--- src/inc/tmr8_params.svh ---
// register offsets, field positions, reset values and timing counts of the timer block
`ifndef TMR8_PARAMS_SVH
`define TMR8_PARAMS_SVH
// printed offsets are not all multiples of four: they are indices, byte address is index*4
`define IDX_TIMER_COUNT    8'h01
`define IDX_INTR_CONTROL   8'h0B
`define IDX_OPTION_CONFIG  8'h81
`define IDX_EVENT_STATUS   8'hA0
`define IDX_EVENT_MASK     8'hA1
`define IDX_CONTROL        8'hA2
// interrupt control bits
`define IC_GIE             7
`define IC_OVF_IE          5
`define IC_OVF_FLAG        2
`define IC_RESET           8'h00
`define IC_WMASK           8'hFB
// option config bits
`define OPT_SRC            5
`define OPT_EDGE           4
`define OPT_ASSIGN         3
`define OPT_RATE_HI        2
`define OPT_RESET          8'hFF
// control register bits
`define CTL_SLEEP          0
`define CTL_WDT_CLEAR      1
// event bits
`define EV_OVERFLOW        0
`define EV_COUNT_WRITE     1
`define EV_WIDTH           2
// timing
`define PHASES_PER_CYCLE   4
`define INHIBIT_CYCLES     2'd2
`define COUNT_RESET        8'h00
`endif

--- src/inc/tmr8_pkg.sv ---
// types of the eight-bit timer block
package tmr8_pkg;
	typedef struct packed {
		logic       src_ext;
		logic       edge_fall;
		logic       assign_wdt;
		logic [2:0] rate;
	} option_t;
	typedef enum logic [1:0] {Q1, Q2, Q3, Q4} phase_t;
endpackage

--- src/core/tmr8_timer.sv ---
// eight-bit timer/counter with shared divider and apb register access
//
// Our own choice: the APB slave port.
`timescale 1ns/1ps
`include "tmr8_params.svh"
// Summary of operation
// - source clear: count instruction cycles
// - count write blocks increments for two instruction cycles
// - source set: count selected pin edge
// - wrap from all ones sets flag
// - flag requests interrupt only when enabled
// - flag sticky until software clears it
// - timer halted during sleep
// - undivided: pin passes straight through
// - divider output sampled on phases two, four
// - assign bit routes divider timer or watchdog
// - rate code picks power-of-two ratio
// - divider eight bits, not software visible
// - count write clears divider when assigned
// - watchdog clear clears divider when assigned
// - overflow request needs global enable
module tmr8_timer
(
	input  wire logic        pclk,
	input  wire logic        presetn,
	input  wire logic        psel,
	input  wire logic        penable,
	input  wire logic        pwrite,
	input  wire logic [11:0] paddr,
	input  wire logic [31:0] pwdata,
	output logic      [31:0] prdata,
	output logic             pready,
	output logic             pslverr,
	input  wire logic        ext_count_input,
	output logic             irq,
	output logic             overflow_irq_req,
	output logic             wdt_divided_tick,
	input  wire logic        wdt_raw_tick
);
	logic [7:0]  timer_count_value_r;
	logic [7:0]  interrupt_control_r;
	logic [7:0]  timer_option_config_r;
	logic [7:0]  divider_r;
	logic [1:0]  inhibit_r;
	logic [1:0]  phase_r;
	logic        pin_s1_r;
	logic        pin_s2_r;
	logic        pin_q4_r;
	logic        div_q2_r;
	logic        div_q4_r;
	logic        sleep_r;
	logic [`EV_WIDTH-1:0] status_r;
	logic [`EV_WIDTH-1:0] mask_r;
	logic        wdt_prev_r;
	tmr8_pkg::option_t opt;
	logic        wr;
	logic        rd;
	logic [9:0]  idx;
	logic        count_wr;
	logic        wdt_clear;
	logic        cyc_tick;
	logic        q2;
	logic        q4;
	logic        pin_edge;
	logic        src_tick;
	logic [7:0]  div_nxt;
	logic        div_out;
	logic        timer_tick;
	logic        wdt_div_out;
	logic        incr;
	logic        wrap;
	logic [7:0]  rdata_nxt;

	// tap of the divider for a rate code; base is 1 for the timer, 0 for the watchdog
	function automatic logic div_tap(input logic [7:0] d, input logic [2:0] rate, input logic base);
		logic [3:0] bitpos;
		bitpos = {1'b0, rate} + {3'b000, base};
		div_tap = (bitpos == 4'h0) ? 1'b1 : d[3'(bitpos - 4'h1)];
	endfunction

	assign opt = tmr8_pkg::option_t'(timer_option_config_r[`OPT_SRC:0]);
	assign wr = psel && penable && pwrite;
	assign rd = psel && !penable && !pwrite;
	assign idx = paddr[11:2];
	assign count_wr = wr && (idx == {2'b00, `IDX_TIMER_COUNT});
	assign wdt_clear = wr && (idx == {2'b00, `IDX_CONTROL}) && pwdata[`CTL_WDT_CLEAR];

	// four-phase instruction cycle from pclk
	always_ff @(posedge pclk or negedge presetn)
	begin
		if (!presetn)
			phase_r <= 2'h0;
		else
			phase_r <= phase_r + 2'h1;
	end
	assign q2 = (phase_r == 2'(tmr8_pkg::Q2));
	assign q4 = (phase_r == 2'(tmr8_pkg::Q4));
	assign cyc_tick = q4;

	// pin synchroniser, first stage read only by the second
	always_ff @(posedge pclk or negedge presetn)
	begin
		if (!presetn)
		begin
			pin_s1_r <= 1'b0;
			pin_s2_r <= 1'b0;
		end
		else
		begin
			pin_s1_r <= ext_count_input;
			pin_s2_r <= pin_s1_r;
		end
	end

	// pin level at the last Q4, so each pin edge is seen at one Q4 only
	always_ff @(posedge pclk or negedge presetn)
	begin
		if (!presetn)
			pin_q4_r <= 1'b0;
		else if (q4)
			pin_q4_r <= pin_s2_r;
	end

	// source edge: external with polarity, or instruction cycle
	assign pin_edge = (pin_s2_r ^ opt.edge_fall) && !(pin_q4_r ^ opt.edge_fall);
	assign src_tick = opt.src_ext ? pin_edge && q4 : cyc_tick;

	// divider clock: timer source or watchdog tick
	assign wdt_div_out = div_tap(divider_r, opt.rate, 1'b0);
	always_comb
	begin
		div_nxt = divider_r;
		if (opt.assign_wdt ? wdt_raw_tick && !wdt_prev_r : src_tick && !sleep_r)
			div_nxt = divider_r + 8'h01;
	end

	// shared hidden divider, cleared by count write or watchdog clear
	always_ff @(posedge pclk or negedge presetn)
	begin
		if (!presetn)
			divider_r <= 8'h00;
		else if ((count_wr && !opt.assign_wdt) || (wdt_clear && opt.assign_wdt))
			divider_r <= 8'h00;
		else
			divider_r <= div_nxt;
	end

	// divider output: straight pin level when unassigned with external source, zero with internal source, tap otherwise
	assign div_out = opt.assign_wdt
		? (opt.src_ext ? pin_s2_r : 1'b0)
		: div_tap(divider_r, opt.rate, 1'b1);

	// sample divider output on phases two and four
	always_ff @(posedge pclk or negedge presetn)
	begin
		if (!presetn)
		begin
			div_q2_r <= 1'b0;
			div_q4_r <= 1'b0;
		end
		else
		begin
			if (q2)
				div_q2_r <= div_out;
			if (q4)
				div_q4_r <= div_q2_r;
		end
	end

	// timer tick: rising of synchronised divider output or direct source
	assign timer_tick = opt.assign_wdt ? src_tick
		: q4 && div_q2_r && !div_q4_r;
	assign incr = timer_tick && !sleep_r && !count_wr && (inhibit_r == 2'h0);
	assign wrap = incr && (timer_count_value_r == 8'hFF);

	// post-write inhibit counted in instruction cycles
	always_ff @(posedge pclk or negedge presetn)
	begin
		if (!presetn)
			inhibit_r <= 2'h0;
		else if (count_wr)
			inhibit_r <= `INHIBIT_CYCLES;
		else if (cyc_tick && inhibit_r != 2'h0)
			inhibit_r <= inhibit_r - 2'h1;
	end

	// count register
	always_ff @(posedge pclk or negedge presetn)
	begin
		if (!presetn)
			timer_count_value_r <= `COUNT_RESET;
		else if (count_wr)
			timer_count_value_r <= pwdata[7:0];
		else if (incr)
			timer_count_value_r <= timer_count_value_r + 8'h01;
	end

	// interrupt control; overflow set wins over software clear
	always_ff @(posedge pclk or negedge presetn)
	begin
		if (!presetn)
			interrupt_control_r <= `IC_RESET;
		else
		begin
			if (wr && idx == {2'b00, `IDX_INTR_CONTROL})
				interrupt_control_r <= pwdata[7:0];
			if (wrap)
				interrupt_control_r[`IC_OVF_FLAG] <= 1'b1;
		end
	end

	// option configuration and sleep control
	always_ff @(posedge pclk or negedge presetn)
	begin
		if (!presetn)
		begin
			timer_option_config_r <= `OPT_RESET;
			sleep_r <= 1'b0;
			wdt_prev_r <= 1'b0;
		end
		else
		begin
			wdt_prev_r <= wdt_raw_tick;
			if (wr && idx == {2'b00, `IDX_OPTION_CONFIG})
				timer_option_config_r <= pwdata[7:0];
			if (wr && idx == {2'b00, `IDX_CONTROL})
				sleep_r <= pwdata[`CTL_SLEEP];
		end
	end

	// event status, write one to clear, set wins
	always_ff @(posedge pclk or negedge presetn)
	begin
		if (!presetn)
		begin
			status_r <= '0;
			mask_r <= '0;
		end
		else
		begin
			if (wr && idx == {2'b00, `IDX_EVENT_MASK})
				mask_r <= pwdata[`EV_WIDTH-1:0];
			status_r <= (status_r & ~((wr && idx == {2'b00, `IDX_EVENT_STATUS})
				? pwdata[`EV_WIDTH-1:0] : '0))
				| {count_wr, wrap};
		end
	end

	// outputs registered
	always_ff @(posedge pclk or negedge presetn)
	begin
		if (!presetn)
		begin
			overflow_irq_req <= 1'b0;
			irq <= 1'b0;
			wdt_divided_tick <= 1'b0;
		end
		else
		begin
			overflow_irq_req <= interrupt_control_r[`IC_GIE]
				&& interrupt_control_r[`IC_OVF_IE]
				&& interrupt_control_r[`IC_OVF_FLAG];
			irq <= |(status_r & mask_r);
			wdt_divided_tick <= opt.assign_wdt ? wdt_div_out && wdt_raw_tick && !wdt_prev_r
				: wdt_raw_tick && !wdt_prev_r;
		end
	end

	// read mux, address decode
	always_comb
	begin
		rdata_nxt = 8'h00;
		if (idx == {2'b00, `IDX_TIMER_COUNT})
			rdata_nxt = timer_count_value_r;
		else if (idx == {2'b00, `IDX_INTR_CONTROL})
			rdata_nxt = interrupt_control_r;
		else if (idx == {2'b00, `IDX_OPTION_CONFIG})
			rdata_nxt = timer_option_config_r;
		else if (idx == {2'b00, `IDX_EVENT_STATUS})
			rdata_nxt = {6'h00, status_r};
		else if (idx == {2'b00, `IDX_EVENT_MASK})
			rdata_nxt = {6'h00, mask_r};
		else if (idx == {2'b00, `IDX_CONTROL})
			rdata_nxt = {7'h00, sleep_r};
	end

	// apb answer: zero-wait access, read data captured in setup
	always_ff @(posedge pclk or negedge presetn)
	begin
		if (!presetn)
		begin
			prdata <= 32'h00000000;
			pready <= 1'b0;
			pslverr <= 1'b0;
		end
		else
		begin
			pready <= psel && !penable;
			pslverr <= 1'b0;
			if (rd)
				prdata <= {24'h000000, rdata_nxt};
		end
	end

	// no count while sleeping
	sleep_halt_a: assert property (@(posedge pclk) disable iff (!presetn)
		sleep_r && !count_wr |=> $stable(timer_count_value_r))
		else $error("count moved during sleep");
	// write blocks two cycles of counting
	write_inhibit_a: assert property (@(posedge pclk) disable iff (!presetn)
		count_wr |=> (inhibit_r == 2'h2))
		else $error("inhibit not loaded");
	// wrap sets flag
	wrap_flag_a: assert property (@(posedge pclk) disable iff (!presetn)
		wrap |=> interrupt_control_r[`IC_OVF_FLAG] && timer_count_value_r == 8'h00)
		else $error("wrap without flag");
	// request needs overflow enable
	irq_gate_a: assert property (@(posedge pclk) disable iff (!presetn)
		overflow_irq_req |-> $past(interrupt_control_r[`IC_OVF_IE]))
		else $error("request without enable");
	// global gate
	global_gate_a: assert property (@(posedge pclk) disable iff (!presetn)
		!interrupt_control_r[`IC_GIE] |=> !overflow_irq_req)
		else $error("request without global enable");
	// flag sticky
	flag_sticky_a: assert property (@(posedge pclk) disable iff (!presetn)
		interrupt_control_r[`IC_OVF_FLAG] && !wr |=> interrupt_control_r[`IC_OVF_FLAG])
		else $error("flag dropped");
	// divider cleared by count write when timer-assigned
	div_clear_a: assert property (@(posedge pclk) disable iff (!presetn)
		count_wr && !opt.assign_wdt |=> divider_r == 8'h00)
		else $error("divider not cleared");
	// watchdog clear
	wdt_clear_a: assert property (@(posedge pclk) disable iff (!presetn)
		wdt_clear && opt.assign_wdt |=> divider_r == 8'h00)
		else $error("divider not cleared by watchdog clear");
	// instruction cycle of four phases
	phase_cycle_a: assert property (@(posedge pclk) disable iff (!presetn)
		q4 |-> ##4 q4)
		else $error("phase cycle not four");
endmodule

--- config.mk ---
export PLATFORM = sky130hd
export DESIGN_NAME = tmr8_timer
export DESIGN_NICKNAME = d
export VERILOG_FILES = /design/src/inc/tmr8_pkg.sv /design/src/core/tmr8_timer.sv
export VERILOG_INCLUDE_DIRS = /design/src /design/src/inc
export SDC_FILE = /design/constraint.sdc
export NUM_CORES = 1
export LEC_CHECK = 0
export ABC_AREA = 1
export BUFFER_PORTS_ARGS = -buffer_cell sky130_fd_sc_hd__buf_2
export CAP_MARGIN = 20
export CELL_PAD_IN_SITES_DETAIL_PLACEMENT = 0
export CELL_PAD_IN_SITES_GLOBAL_PLACEMENT = 1
export CORE_MARGIN = 4
export CORE_UTILIZATION = 35
export CTS_CLUSTER_DIAMETER = 150
export DETAILED_ROUTE_END_ITERATION = 8
export PLACE_DENSITY = 0.71
export SLEW_MARGIN = 20
export SYNTH_ARGS = -nofsm -noshare
export SYNTH_HDL_FRONTEND = slang
export SYNTH_SLANG_ARGS = --single-unit
export TNS_END_PERCENT = 50
--- constraint.sdc ---
create_clock -name pclk -period 2.5 [get_ports pclk]
set_clock_uncertainty 0.1 [all_clocks]
set_input_delay 0.125 -clock pclk [delete_from_list [all_inputs] [get_ports pclk]]
set_output_delay 0.125 -clock pclk [all_outputs]
set_load 0.02 [all_outputs]
==> metrics.txt, run 1 <==
Num Clock Sinks=59; r2r worst-path depth=7; Hold Path Depth=5; Post-DRT Antenna Nets=0; nature of the critical path endpoint=register; Int Power=about 1.8 mW; routed vias=3218; vias in the first global route=roughly 3200; peak supply drop=0.270 mV; post-synthesis sequential area ratio=0.404; measured slew at the worst slew-check pin=0.701 ns; R2R Path Start=phase_r[0]; Reg power frac=0.455; # diodes=0; setup slack, reg-to-reg=~0.44 ns; Fillers=between 1000 and 1500; post-synth cell types=33; die height=~110 um; Synth top area share=0.347; CP max FO=8; HPWL after detailed placement=6890 um; most common cell after layout, fill and taps aside=nand2_1; die area=12200 um^2; Rel. slew slack=0.530; worst hold path type=input pin to register; final core occ=0.413; Setup CP Type=register to register; Tmin final=2.06 ns; largest net degree at the start of global routing=24; logic gate share of total power=0.162; gr ovfl total=0; Mapped Area=~3700 um^2; final hold viol count=0; Iter 0 DRT Violations=210; min-delay src=pwdata[0]; top cells by area, synth=dfrtp_1, nand2_1, inv_1; P_sw=roughly 740 uW; die extent in x=between 100 and 150 um; Synth Flop Type=dfrtp_1; fraction of registers with async set/reset=1.00; Syn Inst Count=approximately 490; routability cong.=around 0.83; Setup TNS Final=0 ns; Worst EP required=approximately 2.7 ns; most frequent cells in the layout=nand2_1, inv_1, dfrtp_1, nand3_1, buf_2; wire per inst=approximately 14 um; GRT Util Overall=0.160; fraction of layout cells with a size suffix above 1=0.165; clock power share=0.383; H-tree Lvls=3; Nets=approximately 600; core footprint=10300 um^2; Buffers on Ports=36; final setup vio count=0; Layout area overhead=15.4%; Peak Freq=roughly 490 MHz; Clock transition at path regs=approximately 0.070 ns; Avg Inst Size Synth=7.56 um^2; final WL=slightly above 9000 um; global-route wire length before repair=about 16000 um; Synth Register Bits=59; worst-skew pair later-pin latency=between 0.3 and 0.4 ns; Worst setup SP type=register; TritonCTS clock tree=built; clk buf depth=2; 1st-pass router iterations=4; status=finished, final reports clean; EDFF count, synth=0; Sw Ratio=0.295; max-slew violations=0; Remaining DRCs=0; CTS buffer count=9; Vias/cell=~4.7; Reg-to-Reg End=timer_count_value_r[0]; Setup crit end=timer_count_value_r[0]; Warnings, synthesis=0; critical path data arrival time=between 2 and 2.5 ns; Max Cap Violations=0; clk root buf=clkbuf_8; fin crit share=0.822; initial antenna violation count=0; Rows=37; IO Pins=slightly below 90; RSZ-0062 raised after global routing=false; leakage power=between 2 and 2.5 nW; starting density of the core=0.358; Pwr Density=around 590 nW/um^2; Post-CTS Setup Inserts=0; largest area contributor in the netlist=dfrtp_1; CP Launch Point=phase_r[0]
[layout make-up]
cell class | instances | area [um^2] | area share
inverter | 62 | 233 | 0.0549
timing repair buffer | 54 | 343 | 0.0808
clock inverter | 5 | 77.6 | 0.0183
multi-input combinational | 355 | 1800 | 0.424
clock buffer | 11 | 131 | 0.0310
sequential | 59 | 1490 | 0.351
tap | 136 | 170 | 0.0401
[registers in the layout, indices dropped and copies added (netlist names)]
register               flops
wdt_prev_r                 1
timer_count_value_r        8
irq                        1
prdata                     8
pready                     1
div_q2_r                   1
interrupt_control_r        8
mask_r                     2
wdt_divided_tick           1
status_r                   2
phase_r                    2
timer_option_config_r      8
pin_q4_r                   1
overflow_irq_req           1
sleep_r                    1
pin_s1_r                   1
div_q4_r                   1
inhibit_r                  2
divider_r                  8
pin_s2_r                   1
[layer usage]
metal | vias to the layer above | global-route usage | part of all wire
li1 | 1623 | - | -
met1 | 1518 | 0.200 | 0.44
met2 | 69 | 0.269 | 0.49
met3 | 8 | 0.0318 | 0.044
met4 | 0 | 0.0632 | 0.018
met5 | - | 0 | 0
[power groups by stage]
stage          clock, mW  combinational, mW  sequential, mW
3_3_place_gp           0              0.382            1.15
6_report           0.955              0.405            1.14
2_1_floorplan          0              0.324            1.13
4_1_cts            0.986              0.410            1.13
3_5_place_dp           0              0.393            1.15
5_1_grt             1.02              0.485            1.15
[worst min-delay path by stage]
stage	slack [ns]	endpoint
6_report	0.03	timer_count_value_r[0]
5_1_grt	0.05	timer_count_value_r[0]
4_1_cts	0.003	timer_count_value_r[0]
3_5_place_dp	0.07	divider_r[3]
3_3_place_gp	0.07	divider_r[3]
2_1_floorplan	-0.27	div_q2_r
[kinds of logic after synthesis]
group,count (synthesis),share of synthesized area
buffers and inverters,96,0.131
other,1,0.00102
AND/OR/NAND/NOR,251,0.308
adder cells (fa/ha/maj),10,0.0340
AO/OA/AOI/OAI,63,0.107
XOR/XNOR,6,0.0143
flip-flops,59,0.404
[synth_stat cells (8+ instances only)]
cell type and number:
o21ai_2 14, nand3_1 43, o211ai_1 8, nor2_1 35, nand2_1 140, buf_4 26, ha_1 10, o21ai_0 31
inv_1 61, dfrtp_1 51, a21oi_1 8, dfstp_2 8, nand4_1 13
[per-stage QoR]
stage	cells	hold slack [ns]	total power, mW	worst slack [ns]	cell area [um^2]
after global placement	655	0.0669	1.53	0.527	3920
after floorplan	510	-0.271	1.45	0.802	3770
after global routing	682	0.0545	2.66	0.272	4240
after CTS	682	0.00296	2.53	0.466	4240
final	682	0.0294	2.50	0.444	4240
after detailed placement	655	0.0700	1.54	0.499	3920
[worst max-delay path, cell delays in order (launching register included)]
cell and delay (ns):
dfrtp_1 0.38, ha_1 0.32, nand2_1 0.10, o21ai_0 0.25, nand4_2 0.30, nand2_1 0.37
nand2_1 0.09, nand2_1 0.08
[what timing repair did]
item / in CTS / in global routing
hold buffers: 11 / 0
gates resized for setup: 0 / 0
hold endpoints to repair: 30 / 0
setup endpoints to repair: 0 / 0
No activity file was read; power rests on OpenSTA's default activity.
==> inputs of run 2 (changes only) <==
==> constraint.sdc (replaced) <==
create_clock -name pclk -period 1.96 [get_ports pclk]
set_clock_uncertainty 0.1 [all_clocks]
set_input_delay 0.098 -clock pclk [delete_from_list [all_inputs] [get_ports pclk]]
set_output_delay 0.098 -clock pclk [all_outputs]
set_load 0.02 [all_outputs]
==> metrics.txt, run 2 (synthesized netlist as in run 1, its figures left out) <==
status=finished, final reports clean; final setup vio count=0 (unchanged); die height=110 um (unchanged); Design Area, Final=4320 um^2 (+1.8%); Peak Freq=559 MHz (+15%); most frequent cells in the layout=nand2_1, inv_1, dfrtp_1, nand3_1, buf_2; Buffers on Ports=36 (unchanged); clk buf depth=2 (unchanged); Layout area overhead=17.5%; final WL=9220 um (about the same); Tmin final=1.79 ns (-0.266 ns); Max Cap Violations=0 (unchanged); peak supply drop=0.361 mV (+34%); H-tree Lvls=3 (unchanged); CTS buffer count=9 (unchanged); initial antenna violation count=0 (unchanged); Final Power=3.10 mW (+24%); nature of the critical path endpoint=register; Post-DRT Antenna Nets=0 (unchanged); routability cong.=0.861 (+4.2%); die extent in x=110 um (unchanged); global-route wire length before repair=15600 um (-1.7%); GRT Util Overall=0.158 (-0.00204); gr ovfl total=0 (unchanged); CP max FO=8 (unchanged); critical path data arrival time=1.96 ns (-0.28 ns); CP cell instances=inv_1 > ha_1 > nor2_2 > o21ai_0 > o21ai_0 > nand2_1 > nand3_1 > nand2_1 > a21oi_1; Worst EP required=2.13 ns (-0.55 ns); max-slew violations=0 (unchanged); starting density of the core=0.358 (unchanged); Most Used Layer, Global Route=met2; 1st-pass router iterations=4 (unchanged); final hold viol count=0 (unchanged); vias in the first global route=3218 (-0.89%); CP peak stage delay=0.53 ns (+0.15 ns); Iter 0 DRT Violations=157 (-25%); footprint of the multi-input gates=1820 um^2 (+0.97%); core footprint=10300 um^2 (unchanged); largest net degree at the start of global routing=60 (+150%); wire per inst=13.4 um (-1.2%); Fillers=1102 (-0.36%); fin crit share=0.913 (+0.0910); die area=12200 um^2 (unchanged); clk root buf=clkbuf_8; routed vias=3223 (+0.16%); Post-CTS Setup Inserts=0 (unchanged); most common cell after layout, fill and taps aside=nand2_1; Vias/cell=4.67 (-1.0%); worst-skew pair later-pin latency=0.35 ns (about the same); # diodes=0 (unchanged); sequential cell area=1490 um^2 (unchanged); TritonCTS clock tree=built; Rows=37 (unchanged); GR Util met1=0.189 (-0.0116); Pwr Density=717 nW/um^2 (+22%); placed inst area=3990 um^2 (+1.7%); Setup TNS Final=0 ns (unchanged); IO Pins=88 (unchanged); fraction of layout cells with a size suffix above 1=0.182 (+0.0175); Setup CP Type=register to register; Remaining DRCs=0 (unchanged); GRT met2 Usage=0.267 (-0.00243); CP max-delay cell=dfstp_2; worst hold path type=input pin to register; leakage power=2.17 nW (+2.1%); HPWL after detailed placement=6870 um (-0.25%); Worst setup SP type=register; Num Clock Sinks=59 (unchanged); met3 Use GR=0.0449 (+0.0132); Clock transition at path regs=0.06 ns (about the same); Nets=610 (+1.3%); RSZ-0062 raised after global routing=true
run 2: through the flow:
| step | instances | util | setup slack [ns] | hold slack (ns) |
|---|---|---|---|---|
| after floorplan | 510 | - | 0.262 | -0.298 |
| after global routing | 690 | 0.420 | -0.0282 | 0.0777 |
| after CTS | 690 | 0.418 | 0.143 | 0.0566 |
| after detailed placement | 662 | 0.388 | 0.156 | 0.0371 |
| final | 690 | 0.420 | 0.170 | 0.0783 |
| after global placement | 662 | 0.388 | 0.176 | 0.0334 |
run 2: final timing paths:
| kind | end | depth (start not counted) | slack [ns] | startpoint |
|---|---|---|---|---|
| max | div_q2_r | 9 | 0.17 | timer_option_config_r[0] |
| min | timer_option_config_r[1] | 3 | 0.08 | pwdata[1] |
| max reg2reg | div_q2_r | 9 | 0.17 | timer_option_config_r[0] |
| min reg2reg | pin_s2_r | 0 | 0.25 | pin_s1_r |
| max in group asynchronous | timer_option_config_r[0] | 3 | 1.24 | presetn |
| min in group asynchronous | pready | 3 | 0.18 | presetn |
run 2: what timing repair did:
item,4_1_cts,5_1_grt
hold buffers,12,0
endpoints found under the setup margin,0,3
endpoints found under the hold margin,76,0
gates resized for setup,0,4
run 2: metal layers:
layer,up-vias,share of wire,wire length [um]
met2,74,0.49,4560
met3,20,0.051,467
met5,-,0,0
li1,1640,-,-
met1,1489,0.43,3970
met4,0,0.024,225
run 2: worst max-delay path: cells and delay by family, from the launching register on:
family | cells | cell delay [ns]
fa+ha+maj | 1 | 0.25
simple gates | 4 | 0.34
flops | 1 | 0.53
buf+inv | 1 | 0.14
compound gates | 3 | 0.36
run 2: layout make-up:
cell class / count / share of cell area
clock inverter: 5 / 0.0122
sequential: 59 / 0.344
tap: 136 / 0.0394
inverter: 62 / 0.0539
multi-input combinational: 355 / 0.421
timing repair buffer: 62 / 0.0968
clock buffer: 11 / 0.0327
run 2: report_power, final:
group	leakage (nW)	internal (mW)	switching [mW]	total, mW
Sequential	0.736	1.33	0.123	1.45
Clock	0.0991	0.615	0.508	1.12
Combinational	1.33	0.213	0.311	0.524
Total	2.17	2.15	0.941	3.10
==> inputs of run 3 (changes only) <==
--- a/config.mk
+++ b/config.mk
@@ -6,7 +6,6 @@
 export SDC_FILE = /design/constraint.sdc
 export NUM_CORES = 1
 export LEC_CHECK = 0
-export ABC_AREA = 1
 export BUFFER_PORTS_ARGS = -buffer_cell sky130_fd_sc_hd__buf_2
 export CAP_MARGIN = 20
 export CELL_PAD_IN_SITES_DETAIL_PLACEMENT = 0
@@ -15,7 +14,7 @@
 export CORE_UTILIZATION = 35
 export CTS_CLUSTER_DIAMETER = 150
 export DETAILED_ROUTE_END_ITERATION = 8
-export PLACE_DENSITY = 0.71
+export PLACE_DENSITY = 0.68
 export SLEW_MARGIN = 20
 export SYNTH_ARGS = -nofsm -noshare
 export SYNTH_HDL_FRONTEND = slang
==> metrics.txt, run 3 <==
core footprint=9330 um^2 (-9.2%); Post-DRT Antenna Nets=0 (unchanged); RSZ-0062 raised after global routing=true; global-route wire length before repair=12400 um (-20%); Nets=474 (-22%); Layout area overhead=25.6%; status=finished with violations; Clock transition at path regs=0.07 ns (about the same); CP max-delay cell=dfstp_2; Syn Inst Count=334 (-31%); Setup CP Type=register to register; peak supply drop=0.471 mV (+30%); die area=11300 um^2 (-7.2%); most common cell in the netlist=dfrtp_1; Max Cap Violations=0 (unchanged); final WL=7590 um (-18%); gr ovfl total=0 (unchanged); fraction of layout cells with a size suffix above 1=0.304 (+0.122); Synth Flop Type=dfrtp_1; largest area contributor in the netlist=dfrtp_1; failing checks=setup timing; vias in the first global route=2536 (-21%); Worst EP required=2.06 ns (-0.07 ns); max-slew violations=0 (unchanged); EDFF count, synth=0 (unchanged); initial antenna violation count=0 (unchanged); worst hold margin=0.0759 ns (-0.00236 ns); post-synth cell types=59 (+79%); Rows=35 (-5.4%); post-synthesis sequential area ratio=0.439 (+0.0342); nature of the critical path endpoint=register; routed vias=2602 (-19%); final hold viol count=0 (unchanged); HPWL after detailed placement=5780 um (-16%); Post-synth top cells=dfrtp_1, nand2_1, buf_4, nor2_1, mux2_2; die extent in x=106 um (-3.7%); clk buf depth=2 (unchanged); final core occ=0.456 (+0.0362); Iter 0 DRT Violations=55 (-65%); Remaining DRCs=0 (unchanged); CP max FO=3 (-5); 1st-pass router iterations=4 (unchanged); Tmin final=2.03 ns (+0.242 ns); Synth top area share=0.377 (+0.0293); CP peak stage delay=0.59 ns (+0.06 ns); IO Pins=88 (unchanged); Pwr Density=825 nW/um^2 (+15%); clk root buf=clkbuf_8; worst hold path type=input pin to register; die height=106 um (-3.7%); most common cell after layout, fill and taps aside=dfrtp_1; fraction of registers with async set/reset=1.00 (unchanged); Peak Freq=492 MHz (-12%); largest net degree at the start of global routing=27 (-55%); critical path data arrival time=2.13 ns (+0.17 ns); leakage power=1.95 nW (-9.8%); Rel. slew slack=0.601; most frequent cells in the layout=dfrtp_1, nand2_1, buf_2, buf_4, conb_1; Avg Inst Size Synth=10.1 um^2 (+34%); CP cell instances=buf_4 > mux4_2 > or3_1 > o211ai_1 > a31oi_1; measured slew at the worst slew-check pin=approximately 0.60 ns; final setup vio count=1 (+1); starting density of the core=0.363 (+0.00570); H-tree Lvls=3 (unchanged); fin crit share=1.04 (+0.123); routability cong.=0.807 (-6.2%); Mapped Area=3390 um^2 (-7.8%); top cells by area, synth=dfrtp_1, dfstp_2, buf_4; CTS buffer count=9 (unchanged); Worst setup SP type=register; wire per inst=13.9 um (+3.8%); Fillers=923 (-16%); Warnings, synthesis=0 (unchanged); Buffers on Ports=36 (unchanged); GRT Util Overall=0.140 (-0.0175); # diodes=0 (unchanged); PnR worst setup slack=-0.0723 ns (-0.242 ns); Num Clock Sinks=59 (unchanged); worst-skew pair later-pin latency=0.33 ns (-0.02 ns); TritonCTS clock tree=built; Synth Register Bits=59 (unchanged); Vias/cell=4.76 (+1.8%)
## run 3: final timing paths
| check | startpoint | to | slack, ns | cells past startpoint |
|---|---|---|---|---|
| worst min-delay path | paddr[3] | sleep_r | 0.08 | 3 |
| worst min register to register | pin_s1_r | pin_s2_r | 0.25 | 0 |
| worst max register to register | timer_option_config_r[0] | div_q2_r | -0.07 | 5 |
| min in group asynchronous | presetn | pin_s1_r | 0.20 | 2 |
| worst max-delay path | timer_option_config_r[0] | div_q2_r | -0.07 | 5 |
| max in group asynchronous | presetn | timer_option_config_r[7] | 0.94 | 3 |
## run 3: repair_timing
item	in CTS	in global routing
buffers inserted	0	3
endpoints found under the hold margin	50	0
setup endpoints to repair	1	2
hold buffers	13	0
gates resized for setup	2	3
pin swaps	2	3
## run 3: critical path: cells and delay by family, from the launching register on
family	cells	cell delay (ns)
flops	1	0.59
mux	1	0.48
simple gates	1	0.38
compound gates	2	0.21
buf+inv	1	0.14
## run 3: cell type report
class	count	area (um^2)	share of cell area
Multi-Input combinational cell	250	1740	0.409
Inverter	13	53.8	0.0126
Clock inverter	7	116	0.0273
Tap cell	129	161	0.0379
Sequential cell	59	1490	0.349
Timing Repair Buffer	80	572	0.134
Clock buffer	9	124	0.0291
## run 3: kinds of logic (layout without fill, tap and decap cells)
| logic type | after synthesis | in the layout | share of synthesized area |
|---|---|---|---|
| simple gates | 108 | 108 | 0.178 |
| compound gates | 67 | 67 | 0.126 |
| flops | 59 | 59 | 0.439 |
| buf+inv | 49 | 109 | 0.0871 |
| mux | 24 | 24 | 0.0912 |
| xor+xnor | 16 | 16 | 0.0413 |
| fa+ha+maj | 10 | 10 | 0.0369 |
| other cells | 1 | 25 | 0.00111 |
## run 3: layer usage
metal	vias up	share of wire	global-route usage
li1	1297	-	-
met1	1248	0.48	0.190
met2	51	0.47	0.223
met3	6	0.042	0.0322
met4	0	0.0087	0.0438
met5	-	0	0
## run 3: power by group
group | leakage [nW] | total, mW | switching (mW) | internal (mW)
clock | 0.119 | 1.33 | 0.492 | 0.841
sequential | 0.736 | 1.60 | 0.217 | 1.38
combinational | 1.10 | 0.579 | 0.292 | 0.287
total | 1.95 | 3.51 | 1.00 | 2.51
## run 3: through the flow
stage	setup WS [ns]	power, mW	setup TNS [ns]	area [um^2]	instances
CTS	-0.0766	3.56	-0.0766	4210	544
floorplan	-0.0251	2.01	-0.0251	3510	358
global route	-0.143	3.73	-0.143	4260	547
detailed placement	-0.0848	2.18	-0.555	3830	515
global placement	-0.0776	2.17	-0.478	3830	515
finish	-0.0723	3.51	-0.0723	4260	547
